$ cat src/mbag_pkg.sv
`default_nettype none
package mbag_pkg;
    // register bus geometry
    localparam int unsigned MBAG_AW = 8;
    localparam int unsigned MBAG_DW = 32;
    // register byte offsets, one aligned word each
    localparam logic [7:0] MBAG_OFS_MODE = 8'h00;
    localparam logic [7:0] MBAG_OFS_REV = 8'h04;
    localparam logic [7:0] MBAG_OFS_X_LO = 8'h08;
    localparam logic [7:0] MBAG_OFS_X_HI = 8'h0c;
    localparam logic [7:0] MBAG_OFS_Y_LO = 8'h10;
    localparam logic [7:0] MBAG_OFS_Y_HI = 8'h14;
    localparam logic [7:0] MBAG_OFS_STATUS = 8'h18;
    // field positions in address_mode_control and reverse_modifier_control
    localparam int unsigned MBAG_XSEL_LSB = 0;
    localparam int unsigned MBAG_YSEL_LSB = 4;
    localparam int unsigned MBAG_RSEL_LSB = 8;
    localparam int unsigned MBAG_YEN_BIT = 14;
    localparam int unsigned MBAG_XEN_BIT = 15;
    localparam int unsigned MBAG_REN_BIT = 15;
    localparam int unsigned MBAG_MOD_W = 15;
    // status word bits above the last effective address
    localparam int unsigned MBAG_STAT_REV_BIT = 16;
    localparam int unsigned MBAG_STAT_WRAP_BIT = 17;
    // pointer select value that switches a feature off
    localparam logic [3:0] MBAG_SEL_OFF = 4'hf;
    // reset values
    localparam logic [15:0] MBAG_MODE_RST = 16'h0fff;
    localparam logic [15:0] MBAG_REV_RST = 16'h0000;
    localparam logic [15:0] MBAG_BUF_RST = 16'h0000;
    // bus answers
    localparam logic [1:0] MBAG_RESP_OKAY = 2'b00;
    localparam logic [1:0] MBAG_RESP_SLVERR = 2'b10;

    typedef enum logic [1:0] {
        MBAG_MODE_IND = 2'b00,
        MBAG_MODE_POST = 2'b01,
        MBAG_MODE_PRE = 2'b10,
        MBAG_MODE_OFS = 2'b11
    } mbag_mode_e;

    typedef struct packed {
        logic valid;
        logic [3:0] ptr_id;
        logic [15:0] ptr;
        logic [15:0] offset;
        mbag_mode_e mode;
        logic is_write;
        logic is_byte;
        logic y_space;
    } mbag_req_s;

    typedef struct packed {
        logic valid;
        logic [15:0] ea;
        logic ptr_wr;
        logic [3:0] ptr_id;
        logic [15:0] new_ptr;
        logic rev_used;
        logic wrapped;
    } mbag_res_s;

    typedef struct packed {
        logic aw_hold;
        logic [7:0] aw_addr;
        logic w_hold;
        logic [15:0] w_data;
        logic [1:0] w_strb;
        logic bvalid;
        logic [1:0] bresp;
        logic rvalid;
        logic [31:0] rdata;
        logic [1:0] rresp;
        logic [15:0] mode_ctl;
        logic [15:0] rev_ctl;
        logic [15:0] x_lo;
        logic [15:0] x_hi;
        logic [15:0] y_lo;
        logic [15:0] y_hi;
        mbag_res_s res;
    } mbag_state_s;
endpackage : mbag_pkg
`default_nettype wire

$ cat src/mbag_bitrev.sv
`timescale 1ns/1ps
`default_nettype none
module mbag_bitrev #(
    parameter int unsigned IDX_W = 15
) (
    input wire logic [IDX_W:0] ptr,
    input wire logic [IDX_W-1:0] modifier,
    output logic [IDX_W:0] next_ptr
);
    import mbag_pkg::*;

    // mirror a word index end for end
    function automatic logic [IDX_W-1:0] mbag_rev(input logic [IDX_W-1:0] v);
        logic [IDX_W-1:0] r;
        r = '0;
        for (int i = 0; i < IDX_W; i++)
        begin
            r[i] = v[IDX_W-1-i];
        end
        return r;
    endfunction : mbag_rev

    logic [IDX_W-1:0] sum_rev;

    // carries run from msb toward lsb: add in mirrored order, mirror back
    // bits above the modifier's top bit never change, so an aligned base survives
    assign sum_rev = mbag_rev(ptr[IDX_W:1]) + mbag_rev(modifier);
    // word data only: the modifier counts words, the byte lsb stays clear
    assign next_ptr = {mbag_rev(sum_rev), 1'b0};
endmodule : mbag_bitrev
`default_nettype wire

$ cat src/mbag_top.sv
// The placing of the registers and register access over AXI4-Lite are this design's own decisions.
`timescale 1ns/1ps
`default_nettype none
module mbag_top (
    input wire logic ref_clk,
    input wire logic reset_n,
    input wire logic s_axi_awvalid,
    output logic s_axi_awready,
    input wire logic [mbag_pkg::MBAG_AW-1:0] s_axi_awaddr,
    input wire logic s_axi_wvalid,
    output logic s_axi_wready,
    input wire logic [mbag_pkg::MBAG_DW-1:0] s_axi_wdata,
    input wire logic [3:0] s_axi_wstrb,
    output logic s_axi_bvalid,
    input wire logic s_axi_bready,
    output logic [1:0] s_axi_bresp,
    input wire logic s_axi_arvalid,
    output logic s_axi_arready,
    input wire logic [mbag_pkg::MBAG_AW-1:0] s_axi_araddr,
    output logic s_axi_rvalid,
    input wire logic s_axi_rready,
    output logic [mbag_pkg::MBAG_DW-1:0] s_axi_rdata,
    output logic [1:0] s_axi_rresp,
    input wire mbag_pkg::mbag_req_s req,
    output mbag_pkg::mbag_res_s res
);
    import mbag_pkg::*;

    mbag_state_s st_ff;
    mbag_state_s nxt_st;

    // byte-lane merge for a 16-bit register under wstrb
    function automatic logic [15:0] mbag_merge(input logic [15:0] old, input logic [15:0] d, input logic [1:0] s);
        return {s[1] ? d[15:8] : old[15:8], s[0] ? d[7:0] : old[7:0]};
    endfunction : mbag_merge

    // word-align a bus address
    function automatic logic [7:0] mbag_word(input logic [7:0] a);
        return {a[7:2], 2'b00};
    endfunction : mbag_word

    // circular correction; unsigned compares so an overshoot still folds back
    function automatic logic [15:0] mbag_wrap(input logic [15:0] a, input logic [15:0] lo, input logic [15:0] hi);
        logic [15:0] len;
        len = hi - lo + 16'h0001;
        if (a > hi)
        begin
            return a - len;
        end
        else if (a < lo)
        begin
            return a + len;
        end
        return a;
    endfunction : mbag_wrap

    logic [3:0] x_sel;
    logic [3:0] y_sel;
    logic [3:0] r_sel;
    logic x_circ;
    logic y_circ;
    logic rev_ok;
    logic circ_on;
    logic [15:0] lo;
    logic [15:0] hi;
    logic [15:0] sum;
    logic [15:0] mod_addr;
    logic [15:0] rev_next;
    logic incr_mode;

    // field extraction from the control registers
    assign x_sel = st_ff.mode_ctl[MBAG_XSEL_LSB +: 4];
    assign y_sel = st_ff.mode_ctl[MBAG_YSEL_LSB +: 4];
    assign r_sel = st_ff.mode_ctl[MBAG_RSEL_LSB +: 4];

    // circular enables compare against any pointer number but 15, not a fixed subset
    assign x_circ = st_ff.mode_ctl[MBAG_XEN_BIT] && (x_sel != MBAG_SEL_OFF) && (req.ptr_id == x_sel);
    assign y_circ = st_ff.mode_ctl[MBAG_YEN_BIT] && (y_sel != MBAG_SEL_OFF) && (req.ptr_id == y_sel);

    // pre/post with a non-negative step counts as increment
    assign incr_mode = ((req.mode == MBAG_MODE_PRE) || (req.mode == MBAG_MODE_POST)) && !req.offset[15];

    // reversal only for x-space word writes through the chosen pointer
    assign rev_ok = st_ff.rev_ctl[MBAG_REN_BIT] && (r_sel != MBAG_SEL_OFF) && (req.ptr_id == r_sel)
                    && incr_mode && req.is_write && !req.is_byte && !req.y_space;

    // reversal wins on x writes; x reads keep circular correction
    assign circ_on = req.y_space ? y_circ : (x_circ && !rev_ok);
    assign lo = req.y_space ? st_ff.y_lo : st_ff.x_lo;
    assign hi = req.y_space ? st_ff.y_hi : st_ff.x_hi;
    assign sum = req.ptr + req.offset;
    assign mod_addr = circ_on ? mbag_wrap(sum, lo, hi) : sum;

    // reversed-carry adder: pointer and 15-bit modifier both passed in normal order
    mbag_bitrev #(
        .IDX_W(MBAG_MOD_W)
    ) u_bitrev (
        .ptr(req.ptr),
        .modifier(st_ff.rev_ctl[MBAG_MOD_W-1:0]),
        .next_ptr(rev_next)
    );

    // handshake outputs straight from the holding state
    assign s_axi_awready = !st_ff.aw_hold;
    assign s_axi_wready = !st_ff.w_hold;
    assign s_axi_arready = !st_ff.rvalid;
    assign s_axi_bvalid = st_ff.bvalid;
    assign s_axi_bresp = st_ff.bresp;
    assign s_axi_rvalid = st_ff.rvalid;
    assign s_axi_rdata = st_ff.rdata;
    assign s_axi_rresp = st_ff.rresp;
    assign res = st_ff.res;

    // next-state: bus slave, register file and address unit
    always_comb
    begin
        nxt_st = st_ff;
        // address and data are caught independently, in either order
        if (s_axi_awvalid && !st_ff.aw_hold)
        begin
            nxt_st.aw_hold = 1'b1;
            nxt_st.aw_addr = s_axi_awaddr;
        end
        if (s_axi_wvalid && !st_ff.w_hold)
        begin
            nxt_st.w_hold = 1'b1;
            nxt_st.w_data = s_axi_wdata[15:0];
            nxt_st.w_strb = s_axi_wstrb[1:0];
        end
        if (st_ff.bvalid && s_axi_bready)
        begin
            nxt_st.bvalid = 1'b0;
        end
        // commit once both halves are held and the last answer is gone
        if (st_ff.aw_hold && st_ff.w_hold && !st_ff.bvalid)
        begin
            nxt_st.aw_hold = 1'b0;
            nxt_st.w_hold = 1'b0;
            nxt_st.bvalid = 1'b1;
            nxt_st.bresp = MBAG_RESP_OKAY;
            unique case (mbag_word(st_ff.aw_addr))
                MBAG_OFS_MODE: nxt_st.mode_ctl = mbag_merge(st_ff.mode_ctl, st_ff.w_data, st_ff.w_strb);
                MBAG_OFS_REV: nxt_st.rev_ctl = mbag_merge(st_ff.rev_ctl, st_ff.w_data, st_ff.w_strb);
                MBAG_OFS_X_LO: nxt_st.x_lo = mbag_merge(st_ff.x_lo, st_ff.w_data, st_ff.w_strb);
                MBAG_OFS_X_HI: nxt_st.x_hi = mbag_merge(st_ff.x_hi, st_ff.w_data, st_ff.w_strb);
                MBAG_OFS_Y_LO: nxt_st.y_lo = mbag_merge(st_ff.y_lo, st_ff.w_data, st_ff.w_strb);
                MBAG_OFS_Y_HI: nxt_st.y_hi = mbag_merge(st_ff.y_hi, st_ff.w_data, st_ff.w_strb);
                MBAG_OFS_STATUS: nxt_st.bresp = MBAG_RESP_OKAY; // read-only, write dropped
                default: nxt_st.bresp = MBAG_RESP_SLVERR;
            endcase
        end
        // read answer registered on the same edge that takes the address
        if (st_ff.rvalid && s_axi_rready)
        begin
            nxt_st.rvalid = 1'b0;
        end
        if (s_axi_arvalid && !st_ff.rvalid)
        begin
            nxt_st.rvalid = 1'b1;
            nxt_st.rresp = MBAG_RESP_OKAY;
            unique case (mbag_word(s_axi_araddr))
                MBAG_OFS_MODE: nxt_st.rdata = {16'h0000, st_ff.mode_ctl};
                MBAG_OFS_REV: nxt_st.rdata = {16'h0000, st_ff.rev_ctl};
                MBAG_OFS_X_LO: nxt_st.rdata = {16'h0000, st_ff.x_lo};
                MBAG_OFS_X_HI: nxt_st.rdata = {16'h0000, st_ff.x_hi};
                MBAG_OFS_Y_LO: nxt_st.rdata = {16'h0000, st_ff.y_lo};
                MBAG_OFS_Y_HI: nxt_st.rdata = {16'h0000, st_ff.y_hi};
                MBAG_OFS_STATUS: nxt_st.rdata = {14'h0000, st_ff.res.wrapped, st_ff.res.rev_used, st_ff.res.ea};
                default:
                begin
                    nxt_st.rdata = 32'h0000_0000;
                    nxt_st.rresp = MBAG_RESP_SLVERR;
                end
            endcase
        end
        // address unit: the last result stays visible through the status word
        nxt_st.res.valid = 1'b0;
        if (req.valid)
        begin
            nxt_st.res.valid = 1'b1;
            nxt_st.res.ptr_id = req.ptr_id;
            nxt_st.res.rev_used = 1'b0;
            nxt_st.res.wrapped = 1'b0;
            nxt_st.res.ptr_wr = 1'b0;
            nxt_st.res.new_ptr = req.ptr;
            nxt_st.res.ea = req.ptr;
            if (rev_ok)
            begin
                // the mode's own step is ignored; only the modifier is added
                nxt_st.res.rev_used = 1'b1;
                nxt_st.res.ptr_wr = 1'b1;
                nxt_st.res.new_ptr = rev_next;
                nxt_st.res.ea = (req.mode == MBAG_MODE_PRE) ? rev_next : {req.ptr[15:1], 1'b0};
            end
            else
            begin
                unique case (req.mode)
                    MBAG_MODE_IND: nxt_st.res.ea = req.ptr;
                    MBAG_MODE_POST:
                    begin
                        nxt_st.res.ptr_wr = 1'b1;
                        nxt_st.res.new_ptr = mod_addr;
                        nxt_st.res.wrapped = circ_on && (mod_addr != sum);
                    end
                    MBAG_MODE_PRE:
                    begin
                        nxt_st.res.ptr_wr = 1'b1;
                        nxt_st.res.new_ptr = mod_addr;
                        nxt_st.res.ea = mod_addr;
                        nxt_st.res.wrapped = circ_on && (mod_addr != sum);
                    end
                    MBAG_MODE_OFS:
                    begin
                        // corrected address used, pointer left alone
                        nxt_st.res.ea = mod_addr;
                        nxt_st.res.wrapped = circ_on && (mod_addr != sum);
                    end
                endcase
                // y space works on words, so its lsb is always clear
                if (req.y_space)
                begin
                    nxt_st.res.ea[0] = 1'b0;
                end
            end
        end
    end

    // selects reset to 15 so both features start switched off
    always_ff @(posedge ref_clk or negedge reset_n)
    begin
        if (!reset_n)
        begin
            st_ff <= '0;
            st_ff.mode_ctl <= MBAG_MODE_RST;
            st_ff.rev_ctl <= MBAG_REV_RST;
            st_ff.x_lo <= MBAG_BUF_RST;
            st_ff.x_hi <= MBAG_BUF_RST;
            st_ff.y_lo <= MBAG_BUF_RST;
            st_ff.y_hi <= MBAG_BUF_RST;
        end
        else
        begin
            st_ff <= nxt_st;
        end
    end
endmodule : mbag_top
`default_nettype wire

$ cat config.mk
export PLATFORM = sky130hd
export DESIGN_NAME = mbag_top
export DESIGN_NICKNAME = d
export VERILOG_FILES = /design/src/mbag_pkg.sv /design/src/mbag_bitrev.sv /design/src/mbag_top.sv
export SDC_FILE = /design/constraint.sdc
export NUM_CORES = 1
export LEC_CHECK = 0
export BUFFER_PORTS_ARGS = -buffer_cell sky130_fd_sc_hd__buf_2
export CORE_UTILIZATION = 55
export CTS_CLUSTER_SIZE = 16
export DETAILED_ROUTE_END_ITERATION = 7
export PLACE_DENSITY = 0.74
export SLEW_MARGIN = 20
export SYNTH_ARGS = -nofsm -noshare
export SYNTH_HDL_FRONTEND = slang
export SYNTH_SLANG_ARGS = --single-unit
export TNS_END_PERCENT = 100
$ cat constraint.sdc
create_clock -name ref_clk -period 8.2 [get_ports ref_clk]
set_clock_uncertainty 0.2 [all_clocks]
set_input_delay 1.64 -clock ref_clk [delete_from_list [all_inputs] [get_ports ref_clk]]
set_output_delay 1.64 -clock ref_clk [all_outputs]
set_load 0.05 [all_outputs]
## After elaboration in Yosys (flattened, before gate mapping)

Cells that the tools add are included.

- Logic and storage cells: 142
- Output and inout bits: 81
- Input bits: 101
- Bits in registers: 202

- Equality and inequality tests: 22
- Add/sub/neg operators: 6
- Reductions and logical operators: 52
- Muxes and demuxes: 31
- Magnitude comparators: 2

Operator list:

| cell | number |
|---|---|
| two-way mux 16 bit | 10 |
| one-hot mux 18 bit (7 select lines) | 1 |
| two-way mux 40 bit | 1 |
| == test 6 x 3 -> 1 bit (second input constant) | 6 |
| AND reduction 3 bit | 12 |
| two-way mux 35 bit | 1 |
| adder 16 bit | 2 |
| subtractor 16 bit | 2 |
| == test 6 x 2 -> 1 bit (second input constant) | 4 |
| logical AND 1 bit | 20 |
| two-way mux 19 bit | 1 |
| two-way mux 17 bit | 1 |
| adder 16 x 1 -> 16 bit (second input constant) | 1 |
| greater-than comparator 16 bit | 1 |
| < comparator 16 bit | 1 |
| != test 16 bit | 1 |
| adder 15 bit | 1 |
| OR reduction 7 bit | 2 |
| == test 4 bit | 3 |
| == test 6 x 1 -> 1 bit (second input constant) | 2 |
| logical NOT 6 bit | 2 |
| two-way mux 1 bit | 12 |
| != test 4 bit (second input constant) | 3 |
| two-way mux 9 bit | 1 |
| 9 further kinds | 22 |

## Longest topological paths before layout

Gate-level depths: netlist of the first run.

- Depth in word-level cells: 16
- Gate-level depth with buffers: 29
- Gate-level depth less buffers: 28

## By module

A second synthesis of the first run with hierarchy kept.

- Cell total of the unflattened synthesis: 1379
- Area total of the unflattened synthesis: 13558.0 um^2

Modules (own cells, without submodules):

| module | area an instance (um^2) | cells an instance | seq. area each (um^2) | instances |
|---|---|---|---|---|
| mbag_top | 12883.6 | 1291 | 4619.4 | 1 |
| mbag_bitrev | 674.4 | 88 | 0.0 | 1 |

## Worst setup path before layout of the first run

OpenSTA, ideal clock, no wires.

- Kind: input to register
- Start point: input req[5] (netlist name)
- End point: register st_ff (netlist bit res[38])
- Path buffers: 1
- Required time: 7.914 ns
- Cell stages on the path: 27
- Arrival time: 7.285 ns
- Setup slack: 0.629 ns
- Library setup time: 0.086 ns
- Cells stage by stage: ha_1 -> fa_1 -> a21o_1 -> a21oi_1 -> o21bai_1 -> a221oi_1 -> xnor2_1 -> ha_1 -> a21o_1 -> a21o_1 -> a21o_1 -> a221oi_2 -> a211oi_2 -> clkbuf_1 -> o21ai_0 -> ha_1 -> a21oi_1 -> o22ai_1 -> o2111a_1 -> o2111ai_1 -> nand4b_1 -> o31ai_1 -> xnor2_1 -> xnor2_1 -> nand2b_2 -> mux2_2 -> nor3_1

- Word-level cells in the longest chain between the ends: 8
- Elaborated cells on any way between the ends: 13
- Classes of those cells: add/sub: 3; order compare: 2; mux: 8

RTL lines:

| what | RTL line | source |
|---|---|---|
| start, declared | mbag_top.sv:24 | `input wire mbag_pkg::mbag_req_s req,` |
| adder 16 bit (*) | mbag_top.sv:91 | `assign sum = req.ptr + req.offset;` |
| adder 16 bit / < comparator 16 bit (equally long branches) | mbag_top.sv:52, mbag_top.sv:50 |  |
| two-way mux 16 bit / two-way mux 1 bit (equally long branches) | mbag_top.sv:50 | `else if (a < lo)` |
| two-way mux 16 bit / two-way mux 1 bit (equally long branches) | mbag_top.sv:46 | `if (a > hi)` |
| two-way mux 16 bit | mbag_top.sv:54 | `return a;` |
| two-way mux 16 bit (*) | mbag_top.sv:92 | `assign mod_addr = circ_on ? mbag_wrap(sum, lo, hi) : sum;` |
| two-way mux 16 bit (*) | mbag_top.sv:197 | `unique case (req.mode)` |
| two-way mux 17 bit (*) | mbag_top.sv:187 | `if (rev_ok)` |
| end signal, assigned | mbag_top.sv:243 | `st_ff <= nxt_st;` |
| end, declared | mbag_top.sv:29 | `mbag_state_s st_ff;` |

Every way passes the cells marked *; elsewhere a longest branch is shown, timed or not. The select of a mux whose other input is x is not followed.
A chain may end at the register's enable or synchronous reset.

## Final worst setup path of the first run

- Start point: input req[21] (netlist name)
- End point: register st_ff (netlist bit res[38])

The elaborated chain is that of the path after synthesis.

==> results of run 1 <==
[cells in the mapped netlist, drive strengths merged (9+ instances only)]
cell	n	area (um^2)
mux2i	68	681
inv	50	188
xnor2	66	578
nor3	18	90.1
a22oi	17	128
mux2	133	1500
nand2	61	229
buf	87	624
o21ai	62	314
nand4	9	56.3
a31oi	11	68.8
dfstp	12	315
nor2	99	372
a21o	27	203
a21oi	74	370
o21a	12	90.1
nor2b	13	81.3
xor2	27	236
clkbuf	32	120
nand3	29	145
ha	108	1350
a22o	21	184
dfrtp	172	4300
nand2b	16	103
[layout make-up]
class | instances | area [um^2] | share of cell area (%)
Clock buffer | 19 | 433 | 2.92
Clock inverter | 13 | 144 | 0.971
Inverter | 50 | 188 | 1.27
Multi-Input combinational cell | 1021 | 8060 | 54.4
Sequential cell | 184 | 4620 | 31.2
Tap cell | 324 | 405 | 2.74
Timing Repair Buffer | 173 | 970 | 6.54
[registers in the layout, summed over array words and instances (netlist names)]
register	cells
r_sel	4
s_axi_bresp	1
s_axi_rresp	1
s_axi_bvalid	1
s_axi_rvalid	1
res	40
s_axi_rdata	18
st_ff	118
[per-stage QoR]
step,std cells,area [um^2],hold WS [ns]
2_1_floorplan,1374,13600,0.267
3_3_place_gp,1751,14200,0.279
3_5_place_dp,1751,14200,0.286
4_1_cts,1783,14800,0.305
5_1_grt,1784,14800,0.310
6_report,1784,14800,0.301
[kinds of logic after synthesis]
| kind of cell | count (synthesis) | synth area share (%) |
|---|---|---|
| AOI/OAI and AO/OA | 310 | 15.7 |
| xor gates and xnor gates | 93 | 6.01 |
| adders and majority gates | 112 | 10.6 |
| muxes | 205 | 16.7 |
| buffers and inverters | 169 | 6.88 |
| and+or+nand+nor | 285 | 9.97 |
| DFF | 184 | 34.1 |
| other | 1 | 0.0277 |
[metal layers]
layer | global-route usage [%] | up-vias | wire [um]
met4 | 14.8 | 0 | 1870
met3 | 5.93 | 95 | 3190
li1 | - | 5038 | -
met5 | 0 | - | 0
met1 | 42.7 | 5334 | 16600
met2 | 47.5 | 538 | 17400
[final timing paths]
path / from / to / slack [ns]
worst max-delay path: req[21] / res[38] / 0.49
worst min-delay path: s_axi_rdata[6] / s_axi_rdata[6] / 0.30
worst max register to register: st_ff[57] / res[38] / 2.32
worst min register to register: s_axi_rdata[6] / s_axi_rdata[6] / 0.30
max in group asynchronous: reset_n / st_ff[50] / 5.37
min in group asynchronous: reset_n / res[5] / 0.90
==> flow_metrics.tcl, run 1 <==
set metrics [dict create \
    globalRouteOverflowTotal 0 \
    cts_tree "done" \
    critical_path_depth 29 \
    initial_utilization_pct 55.9 \
    worst_path_dominant_cell_family "compound AO/OA/AOI/OAI gates" \
    run_status "finished clean" \
    layout_common_cells "sky130_fd_sc_hd__dfrtp_1 (172), sky130_fd_sc_hd__buf_2 (142), sky130_fd_sc_hd__mux2_2 (133)" \
    routed_wirelength_um 39100 \
    count_of_input_and_output_buffers 143 \
    ctsResizeCount 0 \
    post_synth_arst_share_pct 100 \
    cts_root_buffer "sky130_fd_sc_hd__clkbuf_16" \
    grt_pass1_vias 10413 \
    final_hold_violation_count 0 \
    grt_first_pass_wirelength_um 60100 \
    setup_tns_ns 0 \
    clock_latency_ns 0.44 \
    finalNetCount 1660 \
    timing.final.crit_period_ns 7.71 \
    core-area_um2 24200 \
    rows 57 \
    post_drt_wl_per_cell_um 21.9 \
    max_cap_violations 0 \
    drtAntennaViolNets 0 \
    layout.cells.most_common "sky130_fd_sc_hd__dfrtp_1" \
    ys_seq_elements 184 \
    fmaxAchievable_ghz 0.130 \
    yosysWarningCount 0 \
    die_w_um 159 \
    post-place-ws_ns 0.171 \
    r2r_worst_path_depth 25 \
    critical_path.slowest_cell "sky130_fd_sc_hd__a211oi_2" \
    ioPinCount 182 \
    start_kind "input port" \
    post-cts-setup-buffer-count 0 \
    initial_antenna_violation_count 0 \
    post-route-drc-count 0 \
    antenna_cells_inserted 0 \
    critical_path_peak_fanout 9 \
    cts_buffer_depth 2 \
    hold_class "register to register" \
    path_buf_inv 2 \
    holdBufCountCts 0 \
    setup_viol 0 \
    dr.pass1.iters 7 \
    die_area_um2 25300 \
    synth_edf_count 0 \
    vias 11005 \
    number_of_sinks_handled_by_clock_tree_synthesis 184 \
    critPathMostFrequentCell "sky130_fd_sc_hd__xnor2_1" \
    drt_iter0_drc 1111 \
    holdPathStages 1 \
    seq_area_frac_synth_pct 34.1 \
    arrival_ns 7.86 \
    nFillCells 2077 \
    hpwl_detailed_um 30200 \
    synth.distinct_cells 75 \
    rsz_0062_raised_after_global_routing "no" \
    max-slew-margin-rel_pct 22.8 \
    synthesis.area_um2 13500 \
    setup_ws_post_layout_ns 0.492 \
    vias_per_cell 6.17 \
    slowest_delay_ns 0.50 \
    cts_inserted_buffers 17 \
    avgSynthCellArea_um2 9.97 \
    place.gp.congestion 0.941 \
    critPathRequiredTime_ns 8.35 \
    largest_net_degree_at_the_start_of_global_routing 130 \
    timing_worst_slew_pin_value_ns 1.15 \
    cell_count_after_synthesis 1359 \
    post_route_cells_drive_above_1_share_pct 25.6 \
    timing.final.crit_share_pct 94.0 \
    cts_max_level 4 \
    crit_path_end_kind "register" \
    combined_global_route_utilization_of_all_metal_layers_pct 31.1 \
    clk_pin_slew_ns 0.07 \
    synth_ff_type "sky130_fd_sc_hd__dfrtp_1" \
    die_h_um 159 \
    path_class "input port to register" \
    final_core_utilization_pct 61.1 \
    area_delta_synth_final_pct 9.41 \
    report.final.slew_viol_count 0 \
]
Power of run 1 is left out: the tool's default activity adds up to more than one toggle a clock period on the data nets, which glitch-free logic cannot reach.
==> inputs of run 2 (changes only) <==
Settings changed: CTS_BUF_LIST set to sky130_fd_sc_hd__clkbuf_8.
==> run 2 against run 1 <==
  * Final cell count stayed put
  * Critical path depth stayed put
  * Flip-flop and latch count stayed put
  * Core utilization is 0.79 points lower
  * First-iteration DRC count is 3.4% higher
  * Register-to-register slack hardly changed
  * Routed wire length is 1.3% lower
  * Via count is 0.52% lower
==> flow_metrics.tcl, run 2 (synthesis gave the netlist of run 1 again) <==
set metrics [dict create \
    routed_wirelength_um 38500 \
    arrival_ns 7.84 \
    crit_path_end_kind "register" \
    core-area_um2 24200 \
    worst_path_dominant_cell_family "compound AO/OA/AOI/OAI gates" \
    final_hold_violation_count 0 \
    initial_antenna_violation_count 0 \
    post-route-drc-count 0 \
    cts_root_buffer "sky130_fd_sc_hd__clkbuf_8" \
    cts_inserted_buffers 17 \
    post_route_cells_drive_above_1_share_pct 25.6 \
    combined_global_route_utilization_of_all_metal_layers_pct 30.9 \
    vias 10948 \
    hpwl_detailed_um 30200 \
    initial_utilization_pct 55.9 \
    antenna_cells_inserted 0 \
    vias_per_cell 6.14 \
    rsz_0062_raised_after_global_routing "no" \
    hold_class "register to register" \
    critical_path.slowest_cell "sky130_fd_sc_hd__a211oi_2" \
    area_delta_synth_final_pct 8.00 \
    timing.final.crit_share_pct 93.3 \
    clk_pin_slew_ns 0.10 \
    max_cap_violations 0 \
    setup_tns_ns 0 \
    timing_worst_slew_pin_value_ns 1.16 \
    max-slew-margin-rel_pct 22.6 \
    fmaxAchievable_ghz 0.131 \
    dr.pass1.iters 7 \
    report.final.slew_viol_count 0 \
    setup_viol 0 \
    start_kind "input port" \
    top_register "st_ff" \
    ctsResizeCount 0 \
    rows 57 \
    drt_iter0_drc 1149 \
    post_drt_wl_per_cell_um 21.6 \
    layout.cells.most_common "sky130_fd_sc_hd__dfrtp_1" \
    holdBufCountCts 0 \
    critical_path_peak_fanout 9 \
    clock_latency_ns 0.47 \
    cts_tree "done" \
    drtAntennaViolNets 0 \
    path_class "input port to register" \
    grt_first_pass_wirelength_um 59800 \
    grt_pass1_vias 10426 \
    path_buf_inv 3 \
    critPathMostFrequentCell "sky130_fd_sc_hd__xnor2_1" \
    critPathRequiredTime_ns 8.39 \
    die_area_um2 25300 \
    cts_max_level 4 \
    largest_register_ffs 118 \
    number_of_sinks_handled_by_clock_tree_synthesis 184 \
    slowest_delay_ns 0.50 \
    count_of_input_and_output_buffers 143 \
    place.gp.congestion 0.941 \
    run_status "finished clean" \
    largest_net_degree_at_the_start_of_global_routing 130 \
    cts_buffer_depth 2 \
    die_w_um 159 \
    finalNetCount 1660 \
    post-cts-setup-buffer-count 0 \
    layout_common_cells "sky130_fd_sc_hd__dfrtp_1 (172), sky130_fd_sc_hd__buf_2 (142), sky130_fd_sc_hd__mux2_2 (133)" \
    ioPinCount 182 \
    timing.final.crit_period_ns 7.65 \
    die_h_um 159 \
    globalRouteOverflowTotal 0 \
]
-- run 2: metal layers --
layer / share of wire [%] / track usage, %
met5: 0 / 0
met4: 5.0 / 15.4
met3: 7.9 / 5.12
met2: 44 / 46.9
met1: 43 / 42.9
-- run 2: path summary, 6_finish.rpt --
path	slack, ns	end	depth (start not counted)	from
max	0.55	res[38]	29	req[21]
min	0.31	s_axi_rdata[6]	1	s_axi_rdata[6]
max reg2reg	2.33	res[38]	25	st_ff[57]
min reg2reg	0.31	s_axi_rdata[6]	1	s_axi_rdata[6]
max in group asynchronous	5.42	st_ff[50]	3	reset_n
min in group asynchronous	0.86	res[14]	1	reset_n
-- run 2: area by class of cell --
cell class	count	area [um^2]
fill	2110	9620
multi-input combinational	1021	8060
sequential	184	4620
timing repair buffer	173	970
tap	324	405
clock buffer	17	234
inverter	50	188
clock inverter	15	151
-- run 2: per-stage QoR --
step	area [um^2]	cells	hold WS, ns	setup slack (ns)	utilization [%]
after floorplan	13600	1374	0.267	0.629	-
after global placement	14200	1751	0.279	0.235	58.6
after detailed placement	14200	1751	0.286	0.171	58.6
after CTS	14600	1783	0.311	0.623	60.2
after global routing	14600	1784	0.319	0.0731	60.3
final	14600	1784	0.308	0.551	60.3
Power of run 2 is left out for the same reason.
==> inputs of run 3 (changes only) <==
Settings changed: SYNTH_HIERARCHICAL set to 1.
==> run 3 against run 2 <==
  * Via count up 3.3%
  * Non-clock buffer count up 28
  * First-iteration DRC count down 7.7%
  * Sequential share of layout area down 0.49 points
  * Critical path depth up 2
  * Synthesized cell count up 1.5%
  * Setup slack worse by 0.16 ns
  * Area after synthesis up 0.10%
  * Highest routed layer unchanged
==> flow_metrics.tcl, run 3 <==
set metrics [dict create \
    clock_latency_ns 0.48 \
    drt_iter0_drc 1060 \
    final_core_utilization_pct 61.3 \
    post-synth-top-area-fraction_pct 31.7 \
    finalNetCount 1700 \
    holdBufCountCts 0 \
    worst_setup_slack_for_register_to_register_paths_ns 2.18 \
    ctsResizeCount 0 \
    start_kind "input port" \
    globalRouteOverflowTotal 0 \
    fmaxAchievable_ghz 0.128 \
    largest_net_degree_at_the_start_of_global_routing 104 \
    clk_pin_slew_ns 0.11 \
    post-route-drc-count 0 \
    area_delta_synth_final_pct 9.59 \
    synthesis.area_um2 13600 \
    timing.final.crit_period_ns 7.81 \
    run_status "finished clean" \
    critical_path_peak_fanout 4 \
    yosys-top-cells-count "sky130_fd_sc_hd__dfrtp_1 (172), sky130_fd_sc_hd__mux2_2 (139), sky130_fd_sc_hd__ha_1 (108)" \
    post-cts-setup-buffer-count 0 \
    synthMostInstantiatedCell "sky130_fd_sc_hd__dfrtp_1" \
    max-slew-margin-rel_pct 22.0 \
    avgSynthCellArea_um2 9.83 \
    synth_ff_type "sky130_fd_sc_hd__dfrtp_1" \
    post_synth_arst_share_pct 100 \
    timing.rr.end "res[38]" \
    synth_largest_area_cell "sky130_fd_sc_hd__dfrtp_1" \
    post_drt_wl_per_cell_um 21.7 \
    post-route-cell-area_um2 14900 \
    final_hold_violation_count 0 \
    nFillCells 2055 \
    yosysWarningCount 6 \
    slowest_delay_ns 0.69 \
    post_route_cells_drive_above_1_share_pct 26.7 \
    rows 57 \
    combined_global_route_utilization_of_all_metal_layers_pct 31.5 \
    initial_antenna_violation_count 1 \
    crit_path_end_kind "register" \
    critical_path.endpoint "res[38]" \
    max_cap_violations 0 \
    number_of_sinks_handled_by_clock_tree_synthesis 184 \
    initial_utilization_pct 55.9 \
    die_w_um 159 \
    cell_count_after_synthesis 1379 \
    place.gp.congestion 0.958 \
    grt_first_pass_wirelength_um 61000 \
    antenna_cells_inserted 0 \
    critPathMostFrequentCell "sky130_fd_sc_hd__o21ai_0" \
    dr.pass1.iters 5 \
    largest_register_ffs 118 \
    timing_worst_slew_pin_value_ns 1.17 \
    ys_top_cells_by_area "sky130_fd_sc_hd__dfrtp_1 (32%), sky130_fd_sc_hd__mux2_2 (12%), sky130_fd_sc_hd__ha_1 (10%), sky130_fd_sc_hd__buf_4 (4.3%), sky130_fd_sc_hd__xnor2_1 (3.8%)" \
    cts_max_level 4 \
    layout.cells.most_common "sky130_fd_sc_hd__dfrtp_1" \
    cts_buffer_depth 2 \
    synth_edf_count 0 \
    top_register "st_ff" \
    seq_area_frac_synth_pct 34.1 \
    cts_root_buffer "sky130_fd_sc_hd__clkbuf_8" \
    layout_common_cells "sky130_fd_sc_hd__dfrtp_1 (172), sky130_fd_sc_hd__buf_2 (142), sky130_fd_sc_hd__mux2_2 (139)" \
    critical_path.slowest_cell "sky130_fd_sc_hd__or4b_2" \
    ys_seq_elements 184 \
    hpwl_detailed_um 31000 \
    vias_per_cell 6.20 \
    vias 11308 \
    hold_class "register to register" \
    hold_ws_ns 0.298 \
    post_dp_cell_area_um2 14400 \
    rsz_0062_raised_after_global_routing "no" \
    routed_wirelength_um 39600 \
    setup_viol 0 \
    grt_pass1_vias 10741 \
    finish.cell_count_without_fillers 1824 \
    path_class "input port to register" \
    cts_inserted_buffers 17 \
    r2r_worst_path_depth 24 \
    arrival_ns 7.96 \
    timing.final.crit_share_pct 95.2 \
    die_h_um 159 \
    critical_path.reg2reg.startpoint "st_ff[57]" \
    report.final.slew_viol_count 0 \
    ioPinCount 182 \
    startpoint "req[21]" \
    synth.distinct_cells 71 \
    dp.cells 1792 \
    core-area_um2 24200 \
    cts_tree "done" \
    count_of_input_and_output_buffers 143 \
    drtAntennaViolNets 0 \
    critPathRequiredTime_ns 8.35 \
    die_area_um2 25300 \
]
## run 3: kinds of logic (layout without fill, tap and decap cells)
kind of cell | count (synthesis) | in the layout | synth area share [%]
AND/OR/NAND/NOR | 279 | 279 | 10.3
AO/OA/AOI/OAI | 342 | 342 | 16.9
XOR/XNOR | 88 | 88 | 5.68
other | 2 | 17 | 0.0554
buffers and inverters | 184 | 290 | 7.24
multiplexers | 188 | 188 | 15.2
adder cells (fa/ha/maj) | 112 | 112 | 10.6
flip-flops | 184 | 184 | 34.1
## run 3: metal layers
| layer | vias to the layer above | wire (um) | global-route usage [%] |
|---|---|---|---|
| li1 | 5221 | - | - |
| met1 | 5562 | 17200 | 43.6 |
| met2 | 459 | 18500 | 51.0 |
| met3 | 66 | 2780 | 4.74 |
| met4 | 0 | 1110 | 9.83 |
| met5 | - | 0 | 0 |
## run 3: per-stage QoR
stage               worst slack [ns]  TNS [ns]
floorplan                      0.402         0
global placement             -0.0944    -0.266
detailed placement            -0.184     -1.10
CTS                            0.280         0
global route                  0.0171         0
finish                         0.392         0
## run 3: worst max-delay path, delay by kind of cell
| kind | cells | cell delay, ns |
|---|---|---|
| AOI/OAI and AO/OA | 16 | 2.73 |
| xor gates and xnor gates | 2 | 0.33 |
| adders and majority gates | 4 | 1.26 |
| buffers and inverters | 2 | 0.30 |
| and+or+nand+nor | 7 | 1.67 |
## run 3: worst min-delay path by stage
stage	startpoint	to	slack (ns)	depth (start not counted)
global placement	s_axi_bresp[1]	s_axi_bresp[1]	0.27	2
CTS	s_axi_rdata[16]	s_axi_rdata[16]	0.30	1
detailed placement	s_axi_rdata[16]	s_axi_rdata[16]	0.28	1
floorplan	s_axi_bresp[1]	s_axi_bresp[1]	0.25	2
global route	s_axi_rdata[12]	s_axi_rdata[12]	0.33	1
finish	s_axi_rdata[16]	s_axi_rdata[16]	0.30	1
## run 3: area by class of cell
type	count	area [um^2]	area share (%)
Multi-Input combinational cell	1026	8050	54.2
Sequential cell	184	4620	31.1
Timing Repair Buffer	201	1160	7.83
Tap cell	324	405	2.73
Clock buffer	17	234	1.57
Inverter	57	214	1.44
Clock inverter	15	175	1.18
Power of run 3 is left out for the same reason.
